==> config.mk <==
export PLATFORM = sky130hd
export DESIGN_NAME = pmx_pin_output_source_mux
export DESIGN_NICKNAME = d
export VERILOG_FILES = /design/src/include/pmx_pkg.sv /design/src/include/pmx_rx_if.sv /design/src/verilog/pmx_pin_output_source_mux.sv /design/src/verilog/pmx_rx_port_sel.sv
export VERILOG_INCLUDE_DIRS = /design/src /design/src/include
export SDC_FILE = /design/constraint.sdc
export NUM_CORES = 1
export LEC_CHECK = 0
export ABC_CLOCK_PERIOD_IN_PS = 3400
export BUFFER_PORTS_ARGS = -buffer_cell sky130_fd_sc_hd__buf_4
export CAP_MARGIN = 30
export CELL_PAD_IN_SITES_DETAIL_PLACEMENT = 1
export CELL_PAD_IN_SITES_GLOBAL_PLACEMENT = 1
export CORE_MARGIN = 2
export CORE_UTILIZATION = 30
export CTS_BUF_LIST = sky130_fd_sc_hd__clkbuf_4 sky130_fd_sc_hd__clkbuf_8
export DETAILED_ROUTE_END_ITERATION = 6
export GPL_ROUTABILITY_DRIVEN = 0
export PLACE_DENSITY_LB_ADDON = 0.1
export SLEW_MARGIN = 20
export SYNTH_ARGS = -nofsm -noshare
export SYNTH_HDL_FRONTEND = slang
export SYNTH_SLANG_ARGS = --single-unit
==> constraint.sdc <==
create_clock -name clk_sys -period 3.4 [get_ports clk_sys]
set_input_delay 0 -clock clk_sys [delete_from_list [all_inputs] [get_ports clk_sys]]
set_output_delay 0 -clock clk_sys [all_outputs]
set_load 0.005 [all_outputs]
==> src/include/pmx_defines.svh <==
// register offsets, field positions and reset values of the pin output source mux
`ifndef PMX_DEFINES_SVH
`define PMX_DEFINES_SVH

// register indices; byte address is four times the index
`define PMX_CTRL_INDEX 8'h12
`define PMX_PORTS_INDEX 8'h20
`define PMX_STATUS_INDEX 8'h21

// control register fields
`define PMX_SEL_MSB 7
`define PMX_SEL_LSB 5
`define PMX_SRC_MSB 4
`define PMX_SRC_LSB 2
`define PMX_VAL_BIT 1
`define PMX_EN_BIT 0
`define PMX_CTRL_RESET 8'h00

// port mask register fields
`define PMX_ENMASK_MSB 3
`define PMX_ENMASK_LSB 0
`define PMX_TXMASK_MSB 7
`define PMX_TXMASK_LSB 4
`define PMX_PORTS_RESET 8'h00

// bus answers
`define PMX_RESP_OKAY 2'h0
`define PMX_RESP_SLVERR 2'h2

`endif

==> src/include/pmx_pkg.sv <==
// types of the pin output source mux
package pmx_pkg;

  typedef logic [1:0] pmx_resp_t;

  typedef enum logic [2:0] {
    SRC_RX0 = 3'b000,
    SRC_RX1 = 3'b001,
    SRC_RX2 = 3'b010,
    SRC_RX3 = 3'b011,
    SRC_DEVICE = 3'b100,
    SRC_RSVD5 = 3'b101,
    SRC_TX0 = 3'b110,
    SRC_RSVD7 = 3'b111
  } pmx_src_t;

  typedef enum logic [2:0] {
    RXSEL_REMOTE0 = 3'b000,
    RXSEL_REMOTE1 = 3'b001,
    RXSEL_REMOTE2 = 3'b010,
    RXSEL_REMOTE3 = 3'b011,
    RXSEL_LOCK = 3'b100,
    RXSEL_PASS = 3'b101,
    RXSEL_FRAME = 3'b110,
    RXSEL_LINE = 3'b111
  } pmx_rxsel_t;

  typedef enum logic [2:0] {
    DEVSEL_LOCAL = 3'b000,
    DEVSEL_LOCK_OR = 3'b001,
    DEVSEL_LOCK_AND = 3'b010,
    DEVSEL_PASS_AND = 3'b011,
    DEVSEL_FSYNC = 3'b100
  } pmx_devsel_t;

  typedef enum logic [2:0] {
    TXSEL_PASS_AND = 3'b000,
    TXSEL_PASS_OR = 3'b001,
    TXSEL_FRAME = 3'b010,
    TXSEL_LINE = 3'b011,
    TXSEL_SYNCED = 3'b100,
    TXSEL_IRQ = 3'b101
  } pmx_txsel_t;

endpackage : pmx_pkg

==> src/include/pmx_rx_if.sv <==
// status of one receive port and the select that picks from it
interface pmx_rx_if;
  logic [3:0] remoteLevel;
  logic lock;
  logic pass;
  logic frameValid;
  logic lineValid;
  logic [2:0] sel;
  logic pick;
  modport src (output remoteLevel, output lock, output pass, output frameValid, output lineValid,
    output sel, input pick);
  modport sink (input remoteLevel, input lock, input pass, input frameValid, input lineValid,
    input sel, output pick);
endinterface : pmx_rx_if

==> src/verilog/pmx_pin_output_source_mux.sv <==
// output source control for general-purpose pin 2, with its register bus slave
//
// The AXI4-Lite slave port was decided locally.
`include "pmx_defines.svh"

module pmx_pin_output_source_mux (
  input wire logic clk_sys,
  input wire logic rst_b,
  input wire logic [7:0] s_axi_awaddr,
  input wire logic [2:0] s_axi_awprot,
  input wire logic s_axi_awvalid,
  output logic s_axi_awready,
  input wire logic [31:0] s_axi_wdata,
  input wire logic [3:0] s_axi_wstrb,
  input wire logic s_axi_wvalid,
  output logic s_axi_wready,
  output pmx_pkg::pmx_resp_t s_axi_bresp,
  output logic s_axi_bvalid,
  input wire logic s_axi_bready,
  input wire logic [7:0] s_axi_araddr,
  input wire logic [2:0] s_axi_arprot,
  input wire logic s_axi_arvalid,
  output logic s_axi_arready,
  output logic [31:0] s_axi_rdata,
  output pmx_pkg::pmx_resp_t s_axi_rresp,
  output logic s_axi_rvalid,
  input wire logic s_axi_rready,
  input wire logic [15:0] rxRemoteLevel,
  input wire logic [3:0] rxLock,
  input wire logic [3:0] rxPass,
  input wire logic [3:0] rxFrameValid,
  input wire logic [3:0] rxLineValid,
  input wire logic txFrameValid,
  input wire logic txLineValid,
  input wire logic txSynced,
  input wire logic txIrq,
  input wire logic frameSyncPulse,
  input wire logic pin2PadIn,
  output logic pin2PadOut,
  output logic pin2PadOe_b
);
  import pmx_pkg::*;

  localparam logic [7:0] CtrlAddr = 8'(`PMX_CTRL_INDEX * 4);
  localparam logic [7:0] PortsAddr = 8'(`PMX_PORTS_INDEX * 4);
  localparam logic [7:0] StatusAddr = 8'(`PMX_STATUS_INDEX * 4);

  // registers
  logic [7:0] pin2OutputControl_reg;
  logic [7:0] pin2OutputControl_next;
  logic [7:0] portMask_reg;
  logic [7:0] portMask_next;

  // write channel state
  logic awHeld_reg;
  logic [7:0] awAddrHeld_reg;
  logic wHeld_reg;
  logic [7:0] wDataHeld_reg;
  logic wLaneHeld_reg;
  logic bValid_reg;
  pmx_resp_t bResp_reg;

  // read channel state
  logic rValid_reg;
  logic [31:0] rData_reg;
  pmx_resp_t rResp_reg;

  // pin state
  logic pinLevel_reg;
  logic pinOe_b_reg;

  // control fields
  wire [2:0] pin2SignalSelect = pin2OutputControl_reg[`PMX_SEL_MSB:`PMX_SEL_LSB];
  wire [2:0] pin2SourceGroup = pin2OutputControl_reg[`PMX_SRC_MSB:`PMX_SRC_LSB];
  wire pin2LocalLevel = pin2OutputControl_reg[`PMX_VAL_BIT];
  wire pin2DriveEnable = pin2OutputControl_reg[`PMX_EN_BIT];
  wire [3:0] rxEnableMask = portMask_reg[`PMX_ENMASK_MSB:`PMX_ENMASK_LSB];
  wire [3:0] txPassMask = portMask_reg[`PMX_TXMASK_MSB:`PMX_TXMASK_LSB];

  // source group decode
  wire pmx_src_t srcCode = pmx_src_t'(pin2SourceGroup);
  wire srcIsRx = (pin2SourceGroup[2] == 1'b0);
  wire srcIsDevice = (srcCode == SRC_DEVICE);
  wire srcIsTx = (srcCode == SRC_TX0);

  // receive port selection, one selector per port
  wire [3:0] rxPick;
  pmx_rx_if rxPort [4] ();

  genvar gi;
  generate
    for (gi = 0; gi < 4; gi++) begin : g_rx
      assign rxPort[gi].remoteLevel = rxRemoteLevel[gi*4 +: 4];
      assign rxPort[gi].lock = rxLock[gi];
      assign rxPort[gi].pass = rxPass[gi];
      assign rxPort[gi].frameValid = rxFrameValid[gi];
      assign rxPort[gi].lineValid = rxLineValid[gi];
      assign rxPort[gi].sel = pin2SignalSelect;
      assign rxPick[gi] = rxPort[gi].pick;
      pmx_rx_port_sel u_sel (
        .port(rxPort[gi])
      );
    end
  endgenerate

  wire rxLevel = rxPick[pin2SourceGroup[1:0]];

  // device status; an empty enable mask gives low for the AND terms too
  wire anyRxEnabled = |rxEnableMask;
  wire lockOrEnabled = |(rxLock & rxEnableMask);
  wire lockAndEnabled = anyRxEnabled & (&(rxLock | ~rxEnableMask));
  wire passAndEnabled = anyRxEnabled & (&(rxPass | ~rxEnableMask));

  wire pmx_devsel_t devCode = pmx_devsel_t'(pin2SignalSelect);
  wire devLocal = (devCode == DEVSEL_LOCAL) & pin2LocalLevel;
  wire devLockOr = (devCode == DEVSEL_LOCK_OR) & lockOrEnabled;
  wire devLockAnd = (devCode == DEVSEL_LOCK_AND) & lockAndEnabled;
  wire devPassAnd = (devCode == DEVSEL_PASS_AND) & passAndEnabled;
  wire devFsync = (devCode == DEVSEL_FSYNC) & frameSyncPulse;
  // codes 101-111 match no term and fall to low
  wire devLevel = devLocal | devLockOr | devLockAnd | devPassAnd | devFsync;

  // transmit port status
  wire anyTxPortSelected = |txPassMask;
  wire txPassAnd = anyTxPortSelected & (&(rxPass | ~txPassMask));
  wire txPassOr = |(rxPass & txPassMask);

  wire pmx_txsel_t txCode = pmx_txsel_t'(pin2SignalSelect);
  wire txAndTerm = (txCode == TXSEL_PASS_AND) & txPassAnd;
  wire txOrTerm = (txCode == TXSEL_PASS_OR) & txPassOr;
  wire txFrameTerm = (txCode == TXSEL_FRAME) & txFrameValid;
  wire txLineTerm = (txCode == TXSEL_LINE) & txLineValid;
  wire txSyncTerm = (txCode == TXSEL_SYNCED) & txSynced;
  wire txIrqTerm = (txCode == TXSEL_IRQ) & txIrq;
  // codes 110 and 111 match no term and fall to low
  wire txLevel = txAndTerm | txOrTerm | txFrameTerm | txLineTerm | txSyncTerm | txIrqTerm;

  // final selection; reserved groups drive low
  wire groupLevel = srcIsRx ? rxLevel : srcIsDevice ? devLevel : srcIsTx ? txLevel : 1'b0;
  // a disabled pin parks its data low as well, so re-enabling never glitches an old level
  wire pinLevel_next = pin2DriveEnable & groupLevel;
  wire pinOe_b_next = ~pin2DriveEnable;

  // write address and data may arrive in either order
  wire awTake = s_axi_awvalid & s_axi_awready;
  wire wTake = s_axi_wvalid & s_axi_wready;
  wire writeCommit = awHeld_reg & wHeld_reg;
  wire writeCtrl = writeCommit & (awAddrHeld_reg[7:2] == CtrlAddr[7:2]);
  wire writePorts = writeCommit & (awAddrHeld_reg[7:2] == PortsAddr[7:2]);
  wire writeStatus = writeCommit & (awAddrHeld_reg[7:2] == StatusAddr[7:2]);
  wire writeMapped = writeCtrl | writePorts | writeStatus;
  wire bDone = s_axi_bvalid & s_axi_bready;

  assign s_axi_awready = ~awHeld_reg & ~bValid_reg;
  assign s_axi_wready = ~wHeld_reg & ~bValid_reg;
  assign s_axi_bvalid = bValid_reg;
  assign s_axi_bresp = bResp_reg;

  // only byte lane 0 holds register bits; upper lanes are ignored
  assign pin2OutputControl_next = (writeCtrl & wLaneHeld_reg) ? wDataHeld_reg : pin2OutputControl_reg;
  assign portMask_next = (writePorts & wLaneHeld_reg) ? wDataHeld_reg : portMask_reg;

  // status read shows the pin as the block drives and sees it
  wire [7:0] statusWord = {
    2'h0,
    pin2PadIn,
    pinOe_b_reg,
    pinLevel_reg,
    groupLevel,
    srcIsTx,
    srcIsDevice
  };

  // read decode
  wire arTake = s_axi_arvalid & s_axi_arready;
  wire readCtrl = (s_axi_araddr[7:2] == CtrlAddr[7:2]);
  wire readPorts = (s_axi_araddr[7:2] == PortsAddr[7:2]);
  wire readStatus = (s_axi_araddr[7:2] == StatusAddr[7:2]);
  wire readMapped = readCtrl | readPorts | readStatus;
  wire [7:0] readByte = readCtrl ? pin2OutputControl_reg :
    readPorts ? portMask_reg :
    readStatus ? statusWord : 8'h00;
  wire rDone = s_axi_rvalid & s_axi_rready;

  assign s_axi_arready = ~rValid_reg;
  assign s_axi_rvalid = rValid_reg;
  assign s_axi_rdata = rData_reg;
  assign s_axi_rresp = rResp_reg;

  assign pin2PadOut = pinLevel_reg;
  assign pin2PadOe_b = pinOe_b_reg;

  // control registers
  always_ff @(posedge clk_sys) begin
    if (!rst_b) begin
      pin2OutputControl_reg <= `PMX_CTRL_RESET;
      portMask_reg <= `PMX_PORTS_RESET;
    end else begin
      pin2OutputControl_reg <= pin2OutputControl_next;
      portMask_reg <= portMask_next;
    end
  end

  // write address holding
  always_ff @(posedge clk_sys) begin
    if (!rst_b) begin
      awHeld_reg <= 1'b0;
      awAddrHeld_reg <= 8'h00;
    end else if (awTake) begin
      awHeld_reg <= 1'b1;
      awAddrHeld_reg <= s_axi_awaddr;
    end else if (writeCommit) begin
      awHeld_reg <= 1'b0;
    end
  end

  // write data holding
  always_ff @(posedge clk_sys) begin
    if (!rst_b) begin
      wHeld_reg <= 1'b0;
      wDataHeld_reg <= 8'h00;
      wLaneHeld_reg <= 1'b0;
    end else if (wTake) begin
      wHeld_reg <= 1'b1;
      wDataHeld_reg <= s_axi_wdata[7:0];
      wLaneHeld_reg <= s_axi_wstrb[0];
    end else if (writeCommit) begin
      wHeld_reg <= 1'b0;
    end
  end

  // write response; the status word is read-only and answers okay with no effect
  always_ff @(posedge clk_sys) begin
    if (!rst_b) begin
      bValid_reg <= 1'b0;
      bResp_reg <= `PMX_RESP_OKAY;
    end else if (writeCommit) begin
      bValid_reg <= 1'b1;
      bResp_reg <= writeMapped ? `PMX_RESP_OKAY : `PMX_RESP_SLVERR;
    end else if (bDone) begin
      bValid_reg <= 1'b0;
    end
  end

  // read answer
  always_ff @(posedge clk_sys) begin
    if (!rst_b) begin
      rValid_reg <= 1'b0;
      rData_reg <= 32'h0000_0000;
      rResp_reg <= `PMX_RESP_OKAY;
    end else if (arTake) begin
      rValid_reg <= 1'b1;
      rData_reg <= {24'h00_0000, readByte};
      rResp_reg <= readMapped ? `PMX_RESP_OKAY : `PMX_RESP_SLVERR;
    end else if (rDone) begin
      rValid_reg <= 1'b0;
    end
  end

  // pin drive, one cycle behind the register and status inputs
  always_ff @(posedge clk_sys) begin
    if (!rst_b) begin
      pinLevel_reg <= 1'b0;
      pinOe_b_reg <= 1'b1;
    end else begin
      pinLevel_reg <= pinLevel_next;
      pinOe_b_reg <= pinOe_b_next;
    end
  end

endmodule : pmx_pin_output_source_mux

==> src/verilog/pmx_rx_port_sel.sv <==
// picks one status bit of a receive port by select code
module pmx_rx_port_sel (
  pmx_rx_if.sink port
);
  import pmx_pkg::*;

  wire pmx_rxsel_t selCode = pmx_rxsel_t'(port.sel);
  wire isRemote = (port.sel[2] == 1'b0);
  wire remoteBit = port.remoteLevel[port.sel[1:0]];
  wire lockBit = (selCode == RXSEL_LOCK) & port.lock;
  wire passBit = (selCode == RXSEL_PASS) & port.pass;
  wire frameBit = (selCode == RXSEL_FRAME) & port.frameValid;
  wire lineBit = (selCode == RXSEL_LINE) & port.lineValid;

  assign port.pick = isRemote ? remoteBit : (lockBit | passBit | frameBit | lineBit);

endmodule : pmx_rx_port_sel

==> flow_summary.json <==
{
  "ys_top_cells_by_count": "dfxtp_1 (47), nand2_1 (33), mux2i_1 (30)",
  "h-tree-depth": 2,
  "timing.fmax_mhz": 424,
  "synthesis.area_um2": 2680,
  "power_frac_seq_pct": 48.2,
  "p_int_mw": 0.936,
  "swShare_pct": 23.9,
  "synthCells": 294,
  "dieArea_um2": 9690,
  "grt_pass1_vias": 2337,
  "wl_mm": 7.45,
  "crit_chain": "buf_4 > mux4_1 > mux2_2 > or3_1 > and3_1 > a21oi_1 > nor2_1",
  "start_util_pct": 30.8,
  "critPathKind": "reg -> reg",
  "startpoint": "pin2OutputControl_reg[5]",
  "end_kind": "flip-flop",
  "synth.most_common_cell": "dfxtp_1",
  "slowest_stage": "mux4_1",
  "root_buffer": "clkbuf_8",
  "tightest_slew_ns": 0.672,
  "grt_remaining_overflow": 0,
  "combPwrFrac_pct": 16.2,
  "post_cts_buffers": 0,
  "fill_cells": 1041,
  "port_buffers": 82,
  "start_kind": "flip-flop",
  "path_delay_family": "multiplexers",
  "powerDensity_nw_per_um2": 343,
  "drc": 0,
  "finalNetCount": 490,
  "cts_tree": "done",
  "core_um2": 8680,
  "finalSetupTns_ns": 0,
  "ys_async_sr_fraction_pct": 0,
  "p_clk_share_pct": 35.6,
  "antenna_left": 0,
  "dp.final_hpwl_mm": 5.53,
  "drive_above_1_share_pct": 26.3,
  "path_clk_slew_ns": 0.10,
  "die_h_um": 98.4,
  "final_hold_viol_count": 0,
  "status": "finished clean",
  "post-route-min-period_ns": 2.36,
  "drv_cap": 0,
  "finalPower_mw": 1.23,
  "synth_top_area_share_pct": 35.2,
  "setup_viol": 0,
  "rsz0062_at_grt": "false",
  "power_switching_mw": 0.295,
  "yosysSeqAreaShare_pct": 35.2,
  "cts_buffers": 5,
  "cp_max_fo": 13,
  "dpl.cell_count": 469,
  "hold_path.class": "in -> reg",
  "min-delay-start": "rst_b",
  "firstDrtPassIters": 4,
  "track_usage_pct": 15.1,
  "clock_path_buffers": 2,
  "power.leakage_nw": 1.54,
  "drtIter0Drc": 51,
  "clk_latency_ns": 0.30,
  "grt_pass1_wl_mm": 11.8,
  "synth_top_area_cell": "dfxtp_1",
  "vias_per_cell": 4.83,
  "finClkSkew_ns": 0.0109,
  "fin_crit_sh_pct": 69.4,
  "ys_warn_count": 0,
  "antenna_cells": 0,
  "via_count": 2396,
  "ys_seq_elements": 47,
  "cp_slowest_stage_delay_ns": 0.58,
  "fin_util_pct": 41.3,
  "peakVddDrop_mv": 0.159,
  "antenna_found_initial": 0,
  "critical_path_arrival_ns": 2.56,
  "layout-area-overhead-vs-synth_pct": 34.0,
  "regToRegSetupSlack_ns": 1.04,
  "crit_buf_inv": 1,
  "synth_flop_cell": "dfxtp_1",
  "slew_headroom_pct": 55.1,
  "die_width_um": 98.4,
  "synthDistinctLibCells": 41,
  "syn_avg_cell_area_um2": 9.10,
  "io_pins": 146,
  "synth_edf_count": 0,
  "wl_per_cell_um": 15.0,
  "r2r-start": "pin2OutputControl_reg[5]",
  "rows": 34,
  "grt_max_degree": 47,
  "netlist_top_cells_area": "dfxtp_1 (35%), mux2i_1 (11%), buf_4 (7.3%)",
  "fin_cells": 496,
  "cp.required_ns": 3.60,
  "cts.sinks": 47,
  "drv_slew": 0
}
[timing repair]
action                                 CTS  global route
endpoints found under the hold margin   17             0
resized for setup                        0             0
hold buffers                            18             0
[power by group through the flow]
stage | sequential, mW | combinational, mW | clock (mW)
3_5_place_dp | 0.606 | 0.184 | 0
5_1_grt | 0.597 | 0.221 | 0.473
3_3_place_gp | 0.606 | 0.180 | 0
6_report | 0.593 | 0.200 | 0.438
2_1_floorplan | 0.601 | 0.107 | 0
4_1_cts | 0.594 | 0.201 | 0.453
[layout make-up]
cell class	instances	area, um^2	area share [%]
Timing Repair Buffer	103	818	22.8
Sequential cell	47	941	26.2
Clock inverter	2	38.8	1.08
Multi-Input combinational cell	220	1530	42.7
Inverter	10	37.5	1.05
Clock buffer	6	82.6	2.30
Tap cell	108	135	3.77
[layout by cell type (no fill, tap or decap), types with 4 or more instances in the layout]
cell type and count:
dfxtp_1 47, a21boi_0 12, a31oi_1 4, nor2b_1 28
nand2_1 33, conb_1 26, nand3_1 4, buf_4 85
clkbuf_8 6, nor2_1 17, inv_1 10, dlygate4sd3_1 18
o211a_1 6, o21ai_0 4, a221oi_1 5, a21oi_1 4
o211ai_1 6, mux4_1 4, mux2i_1 30
[worst paths after layout]
kind                 endpoint  cells past startpoint
setup / recovery   pin2PadOut                      7
hold / removal    pin2PadOe_b                      2
setup reg to reg   pin2PadOut                      7
hold reg to reg   pin2PadOe_b                      1
[metal layers]
metal / vias up / track usage (%) / share of wire, %
li1: 1173 / - / -
met1: 1137 / 20.8 / 48
met2: 79 / 24.9 / 46
met3: 7 / 2.55 / 5.5
met4: 0 / 3.79 / 0.99
met5: - / 0 / 0
[logic make-up after synthesis]
kind of cell,Yosys count,synth area share (%)
muxes,40,18.9
and+or+nand+nor,99,18.7
other,1,0.140
buffers and inverters,52,11.3
AOI/OAI and AO/OA,55,15.8
DFF,47,35.2
[worst register-to-register path, cell delays in order (launching register included)]
cell     delay [ns]
dfxtp_1        0.35
buf_4          0.25
mux4_1         0.59
mux2_2         0.29
or3_1          0.30
and3_1         0.20
a21oi_1        0.20
nor2_1         0.08
[through the flow]
| stage | hold slack (ns) | setup WS (ns) | cell area, um^2 |
|---|---|---|---|
| 2_1_floorplan | 0.138 | 1.44 | 2770 |
| 3_3_place_gp | 0.243 | 1.09 | 3280 |
| 3_5_place_dp | 0.248 | 1.04 | 3280 |
| 4_1_cts | 0.107 | 1.02 | 3580 |
| 5_1_grt | 0.127 | 0.974 | 3580 |
| 6_report | 0.109 | 1.04 | 3580 |
Note: power is estimated with default switching activity, not from simulation.
